## src/verilog/smic_pkg.sv

```systemverilog
// Purpose: constants shared by the slave-mode interrupt controller
// Assumes: 16-bit registers inside the peripheral control block, byte offsets
// Notes:   six source slots, slot 1 unused
package smic_pkg;

  localparam int unsigned NUM_SRC   = 6;
  localparam int unsigned LVL_W     = 3;
  localparam int unsigned DATA_W    = 16;
  localparam int unsigned ADDR_W    = 8;

  // register offsets
  localparam logic [7:0] OFS_VECTOR_BASE  = 8'h20;
  localparam logic [7:0] OFS_END_SERVICE  = 8'h22;
  localparam logic [7:0] OFS_BLOCK_FLAGS  = 8'h28;
  localparam logic [7:0] OFS_THRESHOLD    = 8'h2a;
  localparam logic [7:0] OFS_ACTIVE_FLAGS = 8'h2c;
  localparam logic [7:0] OFS_PENDING      = 8'h2e;
  localparam logic [7:0] OFS_CTL_BASE     = 8'h30;
  localparam logic [7:0] OFS_EXT_CTL      = 8'h3c;
  localparam logic [7:0] OFS_RELOCATION   = 8'hfe;

  // field positions
  localparam int unsigned VEC_LSB        = 3;
  localparam int unsigned VEC_W          = 5;
  localparam int unsigned CTL_MSK_BIT    = 3;
  localparam int unsigned EXT_TRIG_BIT   = 4;
  localparam int unsigned EXT_CASC_BIT   = 5;
  localparam int unsigned EXT_SNEST_BIT  = 6;
  localparam int unsigned REL_SLAVE_BIT  = 14;
  localparam int unsigned RSVD_SLOT      = 1;

  // reset values
  localparam logic [2:0]  LVL_RST        = 3'h7;
  localparam logic        MSK_RST        = 1'b1;
  localparam logic [2:0]  THRESH_RST     = 3'h7;
  localparam logic [4:0]  VEC_RST        = 5'h00;
  localparam logic [6:0]  EXT_CTL_RST    = 7'h0f;
  localparam logic [5:0]  FLAGS_RST      = 6'h00;

  // acknowledge pulse width
  localparam int unsigned ACK_LOW_NS     = 20;
  localparam int unsigned CLK_PERIOD_NS  = 10;
  localparam int unsigned ACK_LOW_CYC    =
    (ACK_LOW_NS + CLK_PERIOD_NS - 1) / CLK_PERIOD_NS;

  typedef enum logic [1:0] {
    SMIC_ACK_IDLE = 2'b00,
    SMIC_ACK_LOW  = 2'b01
  } smic_ack_state_t;

endpackage

```

## src/verilog/smic_sync2.sv

```systemverilog
// Purpose: two-flop synchroniser for a pin input
// Assumes: asynchronous input, one destination clock
// Notes:   first flop feeds only the second
`timescale 1ns/10ps
module smic_sync2 #(
  parameter logic RST_VAL = 1'b0
) (
  input  wire logic mclk,
  input  wire logic rst_n,
  input  wire logic pin_in,
  output logic      sync_out
);

  logic meta_reg;

  always_ff @(posedge mclk or negedge rst_n) begin
    if (!rst_n) begin
      meta_reg <= RST_VAL;
      sync_out <= RST_VAL;
    end else begin
      meta_reg <= pin_in;
      sync_out <= meta_reg;
    end
  end

endmodule

```

## src/verilog/smic_resolver.sv

```systemverilog
// Purpose: pick the valid source with the numerically lowest level
// Assumes: levels packed three bits per source
// Notes:   ties go to the lower source index
`timescale 1ns/10ps
module smic_resolver #(
  parameter int unsigned N = 6
) (
  input  wire logic [N-1:0]   valid,
  input  wire logic [3*N-1:0] levels,
  output logic                any,
  output logic [2:0]          win_idx,
  output logic [2:0]          win_lvl
);

  always_comb begin
    any     = 1'b0;
    win_idx = 3'h0;
    win_lvl = 3'h7;
    for (int i = 0; i < N; i++) begin
      if (valid[i] && (!any || (levels[3*i +: 3] < win_lvl))) begin
        any     = 1'b1;
        win_idx = 3'(i);
        win_lvl = levels[3*i +: 3];
      end
    end
  end

endmodule

```

## src/verilog/smic_top.sv

```systemverilog
// Purpose: interrupt controller in cascaded slave mode under a master controller
// Assumes: internal requests and cpu strobes on mclk; pins are asynchronous
// Notes:   slots 0 timer0, 2 dma0, 3 dma1, 4 timer1, 5 timer2
`timescale 1ns/10ps
module smic_top
  import smic_pkg::*;
(
  input  wire logic                         mclk,
  input  wire logic                         rst_n,
  input  wire logic [smic_pkg::ADDR_W-1:0]  reg_addr,
  input  wire logic                         reg_wr,
  input  wire logic                         reg_rd,
  input  wire logic [smic_pkg::DATA_W-1:0]  reg_wdata,
  output logic      [smic_pkg::DATA_W-1:0]  reg_rdata,
  input  wire logic [2:0]                   tmr_req,
  input  wire logic [1:0]                   dma_req,
  input  wire logic                         ext_int_pin,
  input  wire logic                         slave_select_pin_n,
  output logic                              ack_output_pin_n,
  output logic                              slave_request_output_pin,
  output logic                              cpu_int_req,
  input  wire logic                         cpu_master_ack_input,
  output logic      [7:0]                   vec_out,
  output logic                              vec_valid,
  output logic                              slave_mode
);
  import smic_pkg::*;

  ////////////////////////////////////////////////////////////////////////////
  // storage
  logic [2:0]        lvl_reg [NUM_SRC];
  logic [NUM_SRC-1:0] msk_reg;
  logic [NUM_SRC-1:0] isr_reg;
  logic [NUM_SRC-1:0] irr_reg;
  logic [2:0]        thresh_reg;
  logic [4:0]        vec_base_reg;
  logic [6:0]        ext_ctl_reg;
  logic              slave_reg;
  logic [NUM_SRC-1:0] req_now;
  logic [NUM_SRC-1:0] req_prev_reg;
  logic [NUM_SRC-1:0] req_rise;
  logic [NUM_SRC-1:0] slot_used;
  logic              ext_int_sync;
  logic              sel_n_sync;
  smic_ack_state_t   ack_state_reg;
  smic_ack_state_t   ack_state_next;
  logic [1:0]        ack_cnt_reg;
  logic [3*NUM_SRC-1:0] lvl_flat;
  logic [NUM_SRC-1:0] cand;
  logic              cand_any;
  logic [2:0]        cand_idx;
  logic [2:0]        cand_lvl;
  logic              isr_any;
  logic [2:0]        isr_lvl;
  logic              ack_take;
  logic [NUM_SRC-1:0] ack_set;
  logic [NUM_SRC-1:0] eoi_clr;
  logic              wr_ctl;
  logic [2:0]        ctl_idx;

  ////////////////////////////////////////////////////////////////////////////
  // pin synchronisers
  smic_sync2 #(.RST_VAL(1'b0)) u_sync_int (
    .mclk     (mclk),
    .rst_n    (rst_n),
    .pin_in   (ext_int_pin),
    .sync_out (ext_int_sync)
  );

  smic_sync2 #(.RST_VAL(1'b1)) u_sync_sel (
    .mclk     (mclk),
    .rst_n    (rst_n),
    .pin_in   (slave_select_pin_n),
    .sync_out (sel_n_sync)
  );

  ////////////////////////////////////////////////////////////////////////////
  // source slots and request edges
  assign slot_used = 6'b111101;
  assign req_now   = {tmr_req[2], tmr_req[1], dma_req[1], dma_req[0], 1'b0, tmr_req[0]};
  assign req_rise  = req_now & ~req_prev_reg & slot_used;

  always_ff @(posedge mclk or negedge rst_n) begin
    if (!rst_n) begin
      req_prev_reg <= FLAGS_RST;
    end else begin
      req_prev_reg <= req_now;
    end
  end

  ////////////////////////////////////////////////////////////////////////////
  // priority resolution
  always_comb begin
    for (int i = 0; i < NUM_SRC; i++) begin
      lvl_flat[3*i +: 3] = lvl_reg[i];
    end
  end

  always_comb begin
    for (int i = 0; i < NUM_SRC; i++) begin
      cand[i] = irr_reg[i] && !msk_reg[i] && slot_used[i]
                && (lvl_reg[i] <= thresh_reg)
                && (!isr_any || (lvl_reg[i] <= isr_lvl));
    end
  end

  smic_resolver #(.N(NUM_SRC)) u_pend (
    .valid   (cand),
    .levels  (lvl_flat),
    .any     (cand_any),
    .win_idx (cand_idx),
    .win_lvl (cand_lvl)
  );

  smic_resolver #(.N(NUM_SRC)) u_serv (
    .valid   (isr_reg),
    .levels  (lvl_flat),
    .any     (isr_any),
    .win_idx (),
    .win_lvl (isr_lvl)
  );

  ////////////////////////////////////////////////////////////////////////////
  // request outputs
  assign slave_request_output_pin = slave_reg && cand_any;
  assign cpu_int_req = slave_reg ? ext_int_sync : cand_any;
  assign slave_mode  = slave_reg;

  ////////////////////////////////////////////////////////////////////////////
  // acknowledge handling
  assign ack_take = cpu_master_ack_input && cand_any && (!slave_reg || !sel_n_sync);

  always_comb begin
    ack_set = '0;
    if (ack_take) begin
      ack_set[cand_idx] = 1'b1;
    end
  end

  always_comb begin
    ack_state_next = ack_state_reg;
    case (ack_state_reg)
      SMIC_ACK_IDLE: begin
        if (cpu_master_ack_input && slave_reg) begin
          ack_state_next = SMIC_ACK_LOW;
        end
      end
      SMIC_ACK_LOW: begin
        if (ack_cnt_reg == 2'(ACK_LOW_CYC - 1)) begin
          ack_state_next = SMIC_ACK_IDLE;
        end
      end
      default: ack_state_next = SMIC_ACK_IDLE;
    endcase
  end

  always_ff @(posedge mclk or negedge rst_n) begin
    if (!rst_n) begin
      ack_state_reg <= SMIC_ACK_IDLE;
      ack_cnt_reg   <= 2'h0;
    end else begin
      ack_state_reg <= ack_state_next;
      if (ack_state_reg == SMIC_ACK_LOW) begin
        ack_cnt_reg <= ack_cnt_reg + 2'h1;
      end else begin
        ack_cnt_reg <= 2'h0;
      end
    end
  end

  assign ack_output_pin_n = (ack_state_reg != SMIC_ACK_LOW);

  always_ff @(posedge mclk or negedge rst_n) begin
    if (!rst_n) begin
      vec_out   <= 8'h00;
      vec_valid <= 1'b0;
    end else begin
      vec_valid <= ack_take;
      if (ack_take) begin
        vec_out <= {vec_base_reg, cand_lvl};
      end
    end
  end

  ////////////////////////////////////////////////////////////////////////////
  // request and service flags
  always_comb begin
    eoi_clr = '0;
    if (reg_wr && reg_addr == OFS_END_SERVICE) begin
      for (int i = 0; i < NUM_SRC; i++) begin
        eoi_clr[i] = (lvl_reg[i] == reg_wdata[2:0]);
      end
    end
  end

  always_ff @(posedge mclk or negedge rst_n) begin
    if (!rst_n) begin
      irr_reg <= FLAGS_RST;
    end else begin
      irr_reg <= (irr_reg & ~ack_set) | req_rise;
    end
  end

  always_ff @(posedge mclk or negedge rst_n) begin
    if (!rst_n) begin
      isr_reg <= FLAGS_RST;
    end else if (reg_wr && reg_addr == OFS_ACTIVE_FLAGS) begin
      isr_reg <= (reg_wdata[NUM_SRC-1:0] & slot_used) | ack_set;
    end else begin
      isr_reg <= (isr_reg & ~eoi_clr) | ack_set;
    end
  end

  ////////////////////////////////////////////////////////////////////////////
  // control words and masks
  assign wr_ctl  = reg_wr && reg_addr >= OFS_CTL_BASE
                   && reg_addr < OFS_CTL_BASE + 8'(2 * NUM_SRC) && !reg_addr[0];
  assign ctl_idx = 3'((reg_addr - OFS_CTL_BASE) >> 1);

  always_ff @(posedge mclk or negedge rst_n) begin
    if (!rst_n) begin
      for (int i = 0; i < NUM_SRC; i++) begin
        lvl_reg[i] <= LVL_RST;
      end
    end else if (wr_ctl && slot_used[ctl_idx]) begin
      lvl_reg[ctl_idx] <= reg_wdata[2:0];
    end
  end

  always_ff @(posedge mclk or negedge rst_n) begin
    if (!rst_n) begin
      msk_reg <= {NUM_SRC{MSK_RST}};
    end else if (reg_wr && reg_addr == OFS_BLOCK_FLAGS) begin
      msk_reg <= reg_wdata[NUM_SRC-1:0] | ~slot_used;
    end else if (wr_ctl && slot_used[ctl_idx]) begin
      msk_reg[ctl_idx] <= reg_wdata[CTL_MSK_BIT];
    end
  end

  ////////////////////////////////////////////////////////////////////////////
  // vector, threshold, external control, mode
  always_ff @(posedge mclk or negedge rst_n) begin
    if (!rst_n) begin
      vec_base_reg <= VEC_RST;
    end else if (reg_wr && reg_addr == OFS_VECTOR_BASE) begin
      vec_base_reg <= reg_wdata[VEC_LSB +: VEC_W];
    end
  end

  always_ff @(posedge mclk or negedge rst_n) begin
    if (!rst_n) begin
      thresh_reg <= THRESH_RST;
    end else if (reg_wr && reg_addr == OFS_THRESHOLD) begin
      thresh_reg <= reg_wdata[2:0];
    end
  end

  always_ff @(posedge mclk or negedge rst_n) begin
    if (!rst_n) begin
      ext_ctl_reg <= EXT_CTL_RST;
    end else if (reg_wr && reg_addr == OFS_EXT_CTL) begin
      ext_ctl_reg <= reg_wdata[6:0];
    end
  end

  always_ff @(posedge mclk or negedge rst_n) begin
    if (!rst_n) begin
      slave_reg <= 1'b0;
    end else if (reg_wr && reg_addr == OFS_RELOCATION) begin
      slave_reg <= reg_wdata[REL_SLAVE_BIT];
    end
  end

  ////////////////////////////////////////////////////////////////////////////
  // read data
  always_ff @(posedge mclk or negedge rst_n) begin
    if (!rst_n) begin
      reg_rdata <= 16'h0000;
    end else if (reg_rd) begin
      reg_rdata <= 16'h0000;
      if (wr_ctl || (reg_addr >= OFS_CTL_BASE
          && reg_addr < OFS_CTL_BASE + 8'(2 * NUM_SRC) && !reg_addr[0])) begin
        if (slot_used[ctl_idx]) begin
          reg_rdata <= {12'h000, msk_reg[ctl_idx], lvl_reg[ctl_idx]};
        end
      end else begin
        case (reg_addr)
          OFS_VECTOR_BASE:  reg_rdata <= {8'h00, vec_base_reg, 3'h0};
          OFS_BLOCK_FLAGS:  reg_rdata <= {10'h000, msk_reg};
          OFS_THRESHOLD:    reg_rdata <= {13'h0000, thresh_reg};
          OFS_ACTIVE_FLAGS: reg_rdata <= {10'h000, isr_reg};
          OFS_PENDING:      reg_rdata <= {10'h000, irr_reg};
          OFS_EXT_CTL:      reg_rdata <= {9'h000, ext_ctl_reg};
          OFS_RELOCATION:   reg_rdata <= {1'b0, slave_reg, 14'h0000};
          default:          reg_rdata <= 16'h0000;
        endcase
      end
    end
  end

endmodule

```

## config.mk

```make
export PLATFORM = sky130hd
export DESIGN_NAME = smic_top
export DESIGN_NICKNAME = d
export VERILOG_FILES = /design/src/verilog/smic_pkg.sv /design/src/verilog/smic_sync2.sv /design/src/verilog/smic_resolver.sv /design/src/verilog/smic_top.sv
export SDC_FILE = /design/constraint.sdc
export NUM_CORES = 1
export LEC_CHECK = 0
export BUFFER_PORTS_ARGS = -buffer_cell sky130_fd_sc_hd__buf_2
export CAP_MARGIN = 20
export CORE_MARGIN = 5
export CORE_UTILIZATION = 45
export DETAILED_ROUTE_END_ITERATION = 8
export PLACE_DENSITY = 0.68
export SLEW_MARGIN = 20
export SYNTH_ARGS = -nofsm -noshare
export SYNTH_HDL_FRONTEND = slang
export SYNTH_HIERARCHICAL = 1
export SYNTH_SLANG_ARGS = --single-unit
```

## constraint.sdc

```tcl
create_clock -name mclk -period 13.2 [get_ports mclk]
set_input_delay 1.98 -clock mclk [delete_from_list [all_inputs] [get_ports mclk]]
set_output_delay 1.98 -clock mclk [all_outputs]
set_load 0.005 [all_outputs]
```

Word-level counts from Yosys, hierarchy flattened
Memories as Yosys holds them, arrays and structs flattened.
Cells that the tools add are included.
Widths: inputs -> output; s select.
Storage, ports and cells
  bits in registers: 90
  memory bits (read-only): 8
  memories: 1
  bits of input ports: 36
  output and inout port bits: 29
Memory list
  (name not given): depth 8, bits a word 1, rd ports 1, clocked after memory_dff 0, wr ports 0, RTL line smic_top.sv:283  | if (slot_used[ctl_idx]) begin
Operators by class
  mux-type cells: 53
  reductions and logical operators: 81
  bitwise logic cells: 10
  add/subtract/negate cells: 2
  order comparisons: 27
  eq/ne operators: 19
Operators with widths (count)
  $pmux 15 s7: 1
  $eq 8x6->1 const B: 7
  $mux 3: 16
  $logic_and 1x1->1: 44
  $le 3x3->1: 10
  $mux 6: 5
  $lt 3x3->1: 9
  $and 6x6->6: 3
  $bwmux 18: 1
  $eq 3x3->1: 6
  $logic_not 1->1: 18
  $not 6->6: 3
  $or 6x6->6: 3
  $logic_or 1x1->1: 16
  $mux 1: 16
  $mux 16: 1
  $mux 2: 5
  $bmux 3 s3: 1
  $demux 3 s3: 1
  $eq 8x8->1 const B: 1
  $ge 8x6->1 const B: 1
  $lt 3x4->1 const B: 2
  $lt 8x6->1 const B: 1
  $bwmux 6: 1
  other kinds (16): 20

Longest topological paths before layout
Gate-level depths: netlist of the first run.
  word-level depth: 49
  gate-level depth with buffers: 65
  depth with buffers taken out: 65

By module
The synthesis of the first run kept the hierarchy.
By module, submodules not included
  smic_top: area an instance 4753.3 um2, cells an instance 448, sequential area each 1990.7 um2, times used 1
  smic_resolver: area an instance 715.7 um2, cells an instance 97, sequential area each 0.0 um2, times used 2
  smic_sync2 at u_sync_sel: area an instance 52.6 um2, cells an instance 2, sequential area each 52.6 um2, times used 1
  smic_sync2 at u_sync_int: area an instance 50.0 um2, cells an instance 2, sequential area each 50.0 um2, times used 1

Least setup slack after synthesis of the first run
No wires, ideal clock.
  kind: register -> register
  from: register lvl_reg, in the netlist lvl_flat[5]
  to: register irr_reg[3]
  slack: 1.174 ns
  stages on the path, launching flop included: 61
  setup time: 0.121 ns
  buffers on the path: 0
  required time: 13.079 ns
  arrival: 11.905 ns
  clock period less this slack: 12.026 ns
  cell sequence: dfstp_2 and2b_1 nor4_4 a211oi_2 or3_4 or4_4 a31oi_4 inv_1 ha_1 o21a_1 o21bai_1 nand2_1 o21ai_4 mux2i_2 ha_1 o21ai_0 a21oi_1 nor2_1 (+25 left out) o21bai_1 nand2_1 o21ai_4 mux2i_2 ha_1 o21ai_0 a21oi_1 nor2_1 a41oi_2 mux2_2 ha_1 o21a_1 o22ai_1 a22oi_2 and3_1 inv_1 or4_1 a22o_1
On the way
  word-level cells in the longest chain between the ends: 48
  elaborated cells on any way between the ends: 85
  those cells by class: order compare: 16; mux: 26; bitwise: 3; reduce/logical: 40
Ends and longest elaborated chain
  from (decl): RTL line smic_top.sv:31  | logic [2:0] lvl_reg [NUM_SRC];
  from (signal, indexed assignment): RTL line smic_top.sv:226  | lvl_reg[ctl_idx] <= reg_wdata[2:0];
  $lt 3x3->1: RTL line smic_resolver.sv:20  | if (valid[i] && (!any || (levels[3*i +: 3] < win_lvl))) begin
  $logic_or 1x1->1: RTL line smic_resolver.sv:20
  $logic_and 1x1->1: RTL line smic_resolver.sv:20
  $mux 3 / $mux 1 (equally long branches): RTL line smic_resolver.sv:20
  $lt 3x3->1 / $logic_not 1->1 (equally long branches): RTL line smic_resolver.sv:20
  $logic_or 1x1->1: RTL line smic_resolver.sv:20
  $logic_and 1x1->1: RTL line smic_resolver.sv:20
  $mux 3 / $mux 1 (equally long branches): RTL line smic_resolver.sv:20
  (+12 left out)
  named net isr_lvl[1]: RTL line smic_top.sv:54  | logic [2:0] isr_lvl;
  (+3 left out)
  named net cand[0]: RTL line smic_top.sv:49  | logic [NUM_SRC-1:0] cand;
  (+17 left out)
  named net cand_idx[1]: RTL line smic_top.sv:51  | logic [2:0] cand_idx;
  $lt 3x4->1 (not written as such) / $ge 3x1->1 (equally long branches): RTL line smic_top.sv:136  | ack_set[cand_idx] = 1'b1;
  $logic_and 1x1->1 (not written as such): RTL line smic_top.sv:136
  $mux 1 (not written as such): RTL line smic_top.sv:136
  $demux 1 s3 *: RTL line smic_top.sv:136
  $mux 6 *: RTL line smic_top.sv:135  | if (ack_take) begin
  $not 6->6 *: RTL line smic_top.sv:200  | irr_reg <= (irr_reg & ~ack_set) | req_rise;
  $and 6x6->6 *: RTL line smic_top.sv:200
  $or 6x6->6 *: RTL line smic_top.sv:200
  to (signal assigned): RTL line smic_top.sv:200
  to (decl): RTL line smic_top.sv:34  | logic [NUM_SRC-1:0] irr_reg;
The timed path passes the listed nets; every way through them passes the cells marked *.
A chain may end at the register's enable or synchronous reset.

Final worst setup path of the first run
  from: register lvl_reg, in the netlist lvl_flat[0]
  to: register irr_reg[2]
On the way
  word-level cells in the longest chain between the ends: 49
  elaborated cells on any way between the ends: 88
  those cells by class: order compare: 17; mux: 27; bitwise: 3; reduce/logical: 41
Ends and longest elaborated chain (RTL line)
  $mux 3 *: smic_resolver.sv:20
  $lt 3x3->1: smic_resolver.sv:20
  $logic_or 1x1->1: smic_resolver.sv:20
  $logic_and 1x1->1: smic_resolver.sv:20
  $mux 3 / $mux 1 (equally long branches): smic_resolver.sv:20
  $lt 3x3->1 / $logic_not 1->1 (equally long branches): smic_resolver.sv:20
  $logic_or 1x1->1: smic_resolver.sv:20
  $logic_and 1x1->1: smic_resolver.sv:20
  (+13 left out)
  named net isr_lvl[0]: smic_top.sv:54
  (+3 left out)
  named net cand[0]: smic_top.sv:49
  (+17 left out)
  named net cand_idx[1]: smic_top.sv:51
  $lt 3x4->1 (not written as such) / $ge 3x1->1 (equally long branches): smic_top.sv:136
  $logic_and 1x1->1 (not written as such): smic_top.sv:136
  $mux 1 (not written as such): smic_top.sv:136
  $demux 1 s3 *: smic_top.sv:136
  $mux 6 *: smic_top.sv:135
  $not 6->6 *: smic_top.sv:200
  $and 6x6->6 *: smic_top.sv:200
  $or 6x6->6 *: smic_top.sv:200
Marked as above.

==> results of run 1 <==
## layout make-up
type | count | area share
clock buffer | 10 | 0.0332
multi-input combinational | 471 | 0.531
timing repair buffer | 81 | 0.0680
sequential | 82 | 0.291
clock inverter | 6 | 0.00992
inverter | 66 | 0.0348
tap | 180 | 0.0313
## power groups by stage
stage | clock, mW | combinational [mW] | sequential [mW]
after floorplan | 0 | 0.643 | 0.303
after global placement | 0 | 0.800 | 0.312
after detailed placement | 0 | 0.837 | 0.313
after CTS | 0.267 | 0.841 | 0.309
after global routing | 0.277 | 1.09 | 0.313
final | 0.263 | 1.00 | 0.310
## critical path: cells and delay by family (launching register included)
| kind | cells | cell delay (ns) |
|---|---|---|
| compound gates | 26 | 3.86 |
| simple gates | 16 | 4.05 |
| mux | 5 | 1.66 |
| flops | 1 | 0.57 |
| fa+ha+maj | 8 | 2.11 |
| buf+inv | 5 | 0.40 |
## layout by cell type, fill, tap and decap left out, types with 5 or more instances in the layout
master     count
inv_1         64
nand2_1       51
dfrtp_1       49
buf_2         49
ha_1          42
mux2_2        39
dfstp_2       33
buf_4         31
nor2_1        21
a21oi_1       20
nor2b_1       18
xor2_1        16
nand3_1       15
o21ai_0       15
mux2i_1       15
o21a_1        14
conb_1        13
nor4_1        10
a22o_1        10
o211ai_1       9
nor3_1         9
clkbuf_16      9
nand4_1        8
a211oi_1       8
o2bb2ai_1      7
or4_4          5
nand2b_1       5
## metal layers
| metal | share of wire | GRT usage | wire (um) |
|---|---|---|---|
| met1 | 0.42 | 0.250 | 7040 |
| met3 | 0.047 | 0.0283 | 788 |
| met4 | 0.044 | 0.104 | 733 |
| met5 | 0 | 0 | 0 |
| met2 | 0.49 | 0.349 | 8170 |
## worst paths after layout
path	startpoint	to	slack [ns]	cells after the start
worst max-delay path	lvl_flat[0]	irr_reg[2]	0.44	60
worst min-delay path	u_sync_int/meta_reg	u_sync_int/sync_out	0.35	0
worst max register to register	lvl_flat[0]	irr_reg[2]	0.44	60
worst min register to register	u_sync_int/meta_reg	u_sync_int/sync_out	0.35	0
max in group asynchronous	rst_n	req_prev_reg[2]	11.04	1
min in group asynchronous	rst_n	vec_out[6]	1.68	1
## repair_timing
action / in CTS / in global routing
setup buffers: 0 / 24
endpoints found under the setup margin: 0 / 15
resized for setup: 0 / 30
## stage by stage
stage / util / hold WS (ns) / total power, mW / instance area (um2) / setup WS, ns
4_1_cts: 0.501 / 0.355 / 1.42 / 6900 / 0.00964
5_1_grt: 0.522 / 0.360 / 1.68 / 7190 / -0.0835
3_5_place_dp: 0.479 / 0.340 / 1.15 / 6590 / 0.0651
3_3_place_gp: 0.479 / 0.333 / 1.11 / 6590 / 0.488
2_1_floorplan: - / 0.331 / 0.946 / 6300 / 1.31
6_report: 0.522 / 0.353 / 1.57 / 7190 / 0.440
==> flow_summary.ini, run 1 <==
[floorplanning]
rows = 43
dieArea_um2 = 16400
die_h_um = 128
ios = 65
die_w_um = 128
initial_utilization = 0.454
coreArea_um2 = 13800

[cts]
holdBufCountCts = 0
cts_tree = built
cts_buffers = 9
clk_latency_ns = 0.34
clock_sinks = 82
clockBufferDepth = 2
clk_pin_slew_worst_paths_ns = 0.06
cts_root_buf = clkbuf_16
cts-htree-levels = 3

[setup_path]
cpMaxStageDelayCell = dfstp_2
crit_path_start_kind = flop
worstPathMaxFanout = 5
max_stage_delay_ns = 0.57
crit_type = reg2reg
endpoint_kind = flop
cp.required_ns = 13.43
cp_data_arrival_time_ns = 12.99

[timing]
clock-skew-final_ns = 0.00570
fmax_mhz = 78.4
fin_setup_tns_ns = 0
tightestPinTransition_ns = 1.04
finalCritPeriodShare = 0.967
drv_slew = 0
hold_violations = 0
setup_viol = 0
fin_crit_ns = 12.76
max_slew_margin = 0.295

[final_layout]
diodes = 0
fill_cells = 1256
final_cells = 896
seq_area_um2 = 2090
largest_reg_flops = 18
syn2layout_area_growth_pct = 14.9
fin_nets = 792
drive_gt1_frac = 0.321
multiInputGateArea_um2 = 3820

[route]
firstDrtPassIters = 5
antenna_left = 0
drc = 0
routed_via_density = 5.91
wirelength_mm = 16.7
vias = 5294
drt_iter0_drc = 346
wl_per_cell_um = 18.7

[pwr]
p_leak_nw = 3.24
vdd_drop_max_mv = 0.116
p_sw_uw = 663
seq_power_share = 0.197
p_comb_frac = 0.636
p_per_area_nw_per_um2 = 219
swShare = 0.421
p_clk_frac = 0.167
intPower_uw = 910

[grt]
grt_pass1_wl_mm = 26.6
track_usage = 0.204
grt_antenna_before_repair = 0
grt_pass1_vias = 5299
gr-total-overflow = 0
grt_max_degree = 83

[synth]
synthCells = 640
synth.avg_cell_area_um2 = 9.78
netlist_area_um2 = 6260
yosys_warnings = 6

[place]
io_buffers = 50
place.gp.congestion = 0.900
place_hpwl_mm = 12.0
place_inst = 856

[outcome]
status = finished clean

[min_path]
hold_class = reg2reg

[flow_run]
drv_cap = 0
Power figures use the tool's default switching activity.
==> inputs of run 2 (changes only) <==
--- a/config.mk
+++ b/config.mk
@@ -8,9 +8,9 @@
 export BUFFER_PORTS_ARGS = -buffer_cell sky130_fd_sc_hd__buf_2
 export CAP_MARGIN = 20
 export CORE_MARGIN = 5
-export CORE_UTILIZATION = 45
+export CORE_UTILIZATION = 60
 export DETAILED_ROUTE_END_ITERATION = 8
-export PLACE_DENSITY = 0.68
+export PLACE_DENSITY = 0.85
 export SLEW_MARGIN = 20
 export SYNTH_ARGS = -nofsm -noshare
 export SYNTH_HDL_FRONTEND = slang
==> run 2 against run 1 <==
Against the previous run: sequential power is essentially flat; setup slack lost 0.15 ns; clock skew grew 0.012 ns; highest routed layer unchanged; critical path type unchanged; utilization grew 18 points; non-clock buffer count grew 3; hold slack gained 0.0039 ns; largest cell class unchanged.
==> flow_summary.ini, run 2 (synthesis results as in run 1) <==
[pwr]
seq_power_share = 0.186
p_sw_uw = 722
intPower_uw = 949
p_clk_frac = 0.130
swShare = 0.432
p_leak_nw = 3.23
vdd_drop_max_mv = 0.148
p_comb_frac = 0.683
p_per_area_nw_per_um2 = 233

[place]
place_hpwl_mm = 12.0
io_buffers = 50
placed_area_um2 = 6510
place.gp.congestion = 0.927
place_inst = 808

[setup_path]
max_stage_delay_ns = 0.65
cp.required_ns = 13.48
r2r_start = lvl_flat[0]
crit_top_cell = o21a_1
crit_path_start_kind = flop
endpoint_kind = flop
ff2ff_path_depth = 61
cpMaxStageDelayCell = dfstp_2
cp_data_arrival_time_ns = 13.18
crit_type = reg2reg
reg2reg_slack_ns = 0.29
worstReg2RegEnd = irr_reg[3]
worstPathMaxFanout = 11

[final_layout]
syn2layout_area_growth_pct = 14.5
layout_common_cells = inv_1 (63), nand2_1 (50), buf_2 (49)
final_common_cell = inv_1
fin_nets = 795
largest_reg_flops = 18
final_cells = 855
diodes = 0
fill_cells = 743
final_cell_area_um2 = 7160
drive_gt1_frac = 0.335

[cts]
clk_pin_slew_worst_paths_ns = 0.10
clk_latency_ns = 0.38
cts_tree = built
cts-htree-levels = 3
cts_buffers = 9
cts_root_buf = clkbuf_8
clock_sinks = 82
holdBufCountCts = 0
clockBufferDepth = 2

[timing]
finalCritPeriodShare = 0.978
tightestPinTransition_ns = 0.873
clock-skew-final_ns = 0.0175
fin_crit_ns = 12.91
setup_viol = 0
max_slew_margin = 0.410
drv_slew = 0
fmax_mhz = 77.5
hold_violations = 0

[route]
vias = 5421
firstDrtPassIters = 6
drt_iter0_drc = 368
wirelength_mm = 17.5
routed_via_density = 6.34
antenna_left = 0
drc = 0
wl_per_cell_um = 20.4

[grt]
gr-total-overflow = 0
grt_use_met1 = 0.342
grt_max_degree = 83
grt_pass1_vias = 5229
top_usage_layer = met2
grtUsageMet2 = 0.438
track_usage = 0.265
grt_pass1_wl_mm = 26.9
use_met3 = 0.0496
grt_antenna_before_repair = 0

[flow_run]
drv_cap = 0

[floorplanning]
ios = 65
dieArea_um2 = 12600
die_h_um = 112
coreArea_um2 = 10200
rows = 37
initial_utilization = 0.612
die_w_um = 112

[min_path]
hold_class = reg2reg
min_to = u_sync_int/sync_out
holdCritStartpoint = u_sync_int/meta_reg
holdPathStages = 0

[outcome]
status = finished clean
-- run 2: cell count changes in the layout (fill, tap and decap cells not counted), sizes merged --
cell / before / now
clkinvlp: 1 / 0
bufinv: 1 / 2
buf: 81 / 84
inv: 69 / 70
clkbuf: 10 / 9
-- run 2: final cells by class --
class	count	area, um2	area share
Timing Repair Buffer	84	512	0.0714
Inverter	66	248	0.0346
Tap cell	136	170	0.0238
Multi-Input combinational cell	471	3910	0.546
Sequential cell	82	2090	0.292
Clock inverter	7	106	0.0148
Clock buffer	9	124	0.0173
-- run 2: per-stage QoR --
stage          worst slack [ns]  hold slack, ns  power (mW)   util  setup TNS (ns)
3_3_place_gp              0.409           0.334        1.08  0.636               0
3_5_place_dp            -0.0319           0.341        1.13  0.636         -0.0346
5_1_grt                  -0.190           0.366        1.77  0.700          -0.676
4_1_cts                  0.0743           0.361        1.36  0.661               0
2_1_floorplan              1.31           0.331       0.946      -               0
6_report                  0.294           0.357        1.67  0.700               0
-- run 2: routing by layer --
metal  part of all wire  vias to the layer above
li1                   -                     2473
met3              0.068                       44
met2               0.48                      243
met1               0.42                     2661
met4              0.030                        0
met5                  0                        -
-- run 2: how the worst max path moves through the flow --
stage / from / end / cells after the start
2_1_floorplan: lvl_flat[5] / irr_reg[3] / 60
3_3_place_gp: lvl_flat[3] / irr_reg[2] / 60
3_5_place_dp: lvl_flat[3] / irr_reg[2] / 60
4_1_cts: lvl_flat[5] / irr_reg[2] / 60
5_1_grt: lvl_flat[1] / irr_reg[3] / 60
6_report: lvl_flat[0] / irr_reg[3] / 61
-- run 2: worst max-delay path, delay by kind of cell, from the launching register on --
family / cells / cell delay, ns
AO/OA/AOI/OAI: 26 / 4.14
AND/OR/NAND/NOR: 16 / 3.90
adder cells (fa/ha/maj): 8 / 1.95
multiplexers: 5 / 1.65
flip-flops: 1 / 0.65
buffers and inverters: 6 / 0.52
-- run 2: power groups by stage --
stage | clock, mW | sequential, mW | combinational (mW)
final | 0.218 | 0.311 | 1.14
after floorplan | 0 | 0.303 | 0.643
after CTS | 0.220 | 0.314 | 0.823
after detailed placement | 0 | 0.318 | 0.808
after global placement | 0 | 0.316 | 0.765
after global routing | 0.233 | 0.314 | 1.22
-- run 2: timing repair --
item                       4_1_cts  5_1_grt
buffers inserted                 3       28
setup endpoints to repair        3       15
resized for setup                0       41
pin swaps                        2       23
==> inputs of run 3 (changes only) <==
--- a/config.mk
+++ b/config.mk
@@ -7,10 +7,12 @@
 export LEC_CHECK = 0
 export BUFFER_PORTS_ARGS = -buffer_cell sky130_fd_sc_hd__buf_2
 export CAP_MARGIN = 20
+export CELL_PAD_IN_SITES_DETAIL_PLACEMENT = 2
+export CELL_PAD_IN_SITES_GLOBAL_PLACEMENT = 2
 export CORE_MARGIN = 5
-export CORE_UTILIZATION = 60
+export CORE_UTILIZATION = 38
 export DETAILED_ROUTE_END_ITERATION = 8
-export PLACE_DENSITY = 0.85
+export PLACE_DENSITY = 0.84
 export SLEW_MARGIN = 20
 export SYNTH_ARGS = -nofsm -noshare
 export SYNTH_HDL_FRONTEND = slang
==> run 3 against run 2 <==
Against the previous run: the run now ends with setup timing left; combinational power is 18% higher; critical path type unchanged; sequential cell count stayed put; utilization is 24 points lower; register-to-register slack worse by 0.71 ns; maximum frequency is 5.2% lower; critical endpoint unchanged; setup slack worse by 0.71 ns; largest power group unchanged; largest cell class unchanged.
==> flow_summary.ini, run 3 (synthesis results as in run 1) <==
[cts]
clk_pin_slew_worst_paths_ns = 0.08
clk_latency_ns = 0.35
cts-htree-levels = 3
cts_root_buf = clkbuf_16
clock_sinks = 82
clockBufferDepth = 2
cts_tree = built
cts_buffers = 9

[final_layout]
diodes = 0
final_core_util = 0.459
final_common_cell = inv_1
largest_reg_flops = 18
syn2layout_area_growth_pct = 20.0
layout_common_cells = inv_1 (62), nand2_1 (50), dfrtp_1 (49), buf_2 (49), buf_4 (48)
seq_area_um2 = 2090
fill_cells = 1762
drive_gt1_frac = 0.365
multiInputGateArea_um2 = 3930
final_cells = 954
fin_nets = 810

[floorplanning]
die_h_um = 138
initial_utilization = 0.383
coreArea_um2 = 16300
ios = 65
rows = 47
die_w_um = 138
dieArea_um2 = 19100

[pwr]
p_leak_nw = 3.35
seq_power_share = 0.161
p_comb_frac = 0.687
total_power_mw = 1.96
p_per_area_nw_per_um2 = 261
intPower_mw = 1.06
swShare = 0.458
vdd_drop_max_mv = 0.111
p_clk_frac = 0.152
p_sw_uw = 896

[outcome]
violations = setup timing
status = complete, but fails checks

[timing]
hold_violations = 0
clock-skew-final_ns = 0.0158
fin_crit_ns = 13.62
finalCritPeriodShare = 1.03
tightestPinTransition_ns = 0.938
setup_viol = 14
drv_slew = 0
fmax_mhz = 73.4
fin_ws_ns = -0.419
max_slew_margin = 0.372

[grt]
grt_pass1_wl_mm = 37.8
grt_antenna_before_repair = 0
grt_max_degree = 83
gr-total-overflow = 0
track_usage = 0.248
grt_pass1_vias = 6603

[route]
drc = 0
vias = 5982
wirelength_mm = 28.3
firstDrtPassIters = 5
antenna_left = 0
drt_iter0_drc = 403
wl_per_cell_um = 29.7
routed_via_density = 6.27

[setup_path]
worstPathMaxFanout = 7
cp_data_arrival_time_ns = 13.86
ff2ff_path_depth = 61
endpoint_kind = flop
max_stage_delay_ns = 0.61
cp.required_ns = 13.44
crit_type = reg2reg
cpMaxStageDelayCell = dfstp_2
crit_path_start_kind = flop

[place]
place_inst = 895
place_hpwl_mm = 16.2
io_buffers = 50
place.gp.congestion = 0.829

[flow_run]
drv_cap = 0

[min_path]
holdPathStages = 0
hold_class = reg2reg
[run 3: changes by cell type in the layout (fill, tap and decap cells not counted), sizes merged]
cell	previous run	this run
buf	84	99
[run 3: final cells by class]
| cell class | count | area share |
|---|---|---|
| multi-input combinational | 471 | 0.523 |
| clock inverter | 7 | 0.0142 |
| clock buffer | 9 | 0.0300 |
| tap | 220 | 0.0367 |
| inverter | 66 | 0.0333 |
| sequential | 82 | 0.279 |
| timing repair buffer | 99 | 0.0842 |
[run 3: worst max-delay path: cells and delay by family (launching register included)]
kind	cells	cell delay [ns]
AO/OA/AOI/OAI	25	4.26
AND/OR/NAND/NOR	13	3.57
adder cells (fa/ha/maj)	8	2.14
multiplexers	6	1.98
buffers and inverters	9	0.93
flip-flops	1	0.61
[run 3: power groups by stage]
stage | clock network [mW] | registers [mW] | logic (mW)
3_5_place_dp | 0 | 0.317 | 0.907
6_report | 0.297 | 0.315 | 1.34
5_1_grt | 0.312 | 0.317 | 1.40
3_3_place_gp | 0 | 0.314 | 0.824
2_1_floorplan | 0 | 0.303 | 0.643
4_1_cts | 0.292 | 0.312 | 1.04
[run 3: repair_timing]
action                                  in CTS  in global routing
hold buffers                                 0                  0
setup buffers                               17                 26
pin swaps                                    7                 20
endpoints found under the setup margin      13                 15
resized for setup                           10                 43
[run 3: worst paths after layout]
| kind | startpoint | endpoint | slack, ns |
|---|---|---|---|
| worst max-delay path | lvl_flat[5] | irr_reg[3] | -0.42 |
| worst min-delay path | u_sync_sel/meta_reg | u_sync_sel/sync_out | 0.36 |
| worst max register to register | lvl_flat[5] | irr_reg[3] | -0.42 |
| min in group asynchronous | rst_n | vec_out[2] | 1.66 |
| worst min register to register | u_sync_sel/meta_reg | u_sync_sel/sync_out | 0.36 |
| max in group asynchronous | rst_n | irr_reg[1] | 10.98 |
[run 3: per-layer routing]
metal,vias up,track usage,share of wire
li1,2494,-,-
met1,3064,0.268,0.37
met2,294,0.458,0.50
met3,130,0.0401,0.054
met4,0,0.142,0.068
met5,-,0,0
[run 3: metrics by stage]
step | setup WS [ns] | hold slack, ns | cell area (um2) | TNS [ns]
global placement | 0.490 | 0.334 | 6640 | 0
detailed placement | -0.513 | 0.350 | 6640 | -3.02
global route | -0.782 | 0.370 | 7510 | -8.85
finish | -0.419 | 0.363 | 7510 | -3.65
floorplan | 1.31 | 0.331 | 6300 | 0
CTS | 0.00481 | 0.360 | 7130 | 0
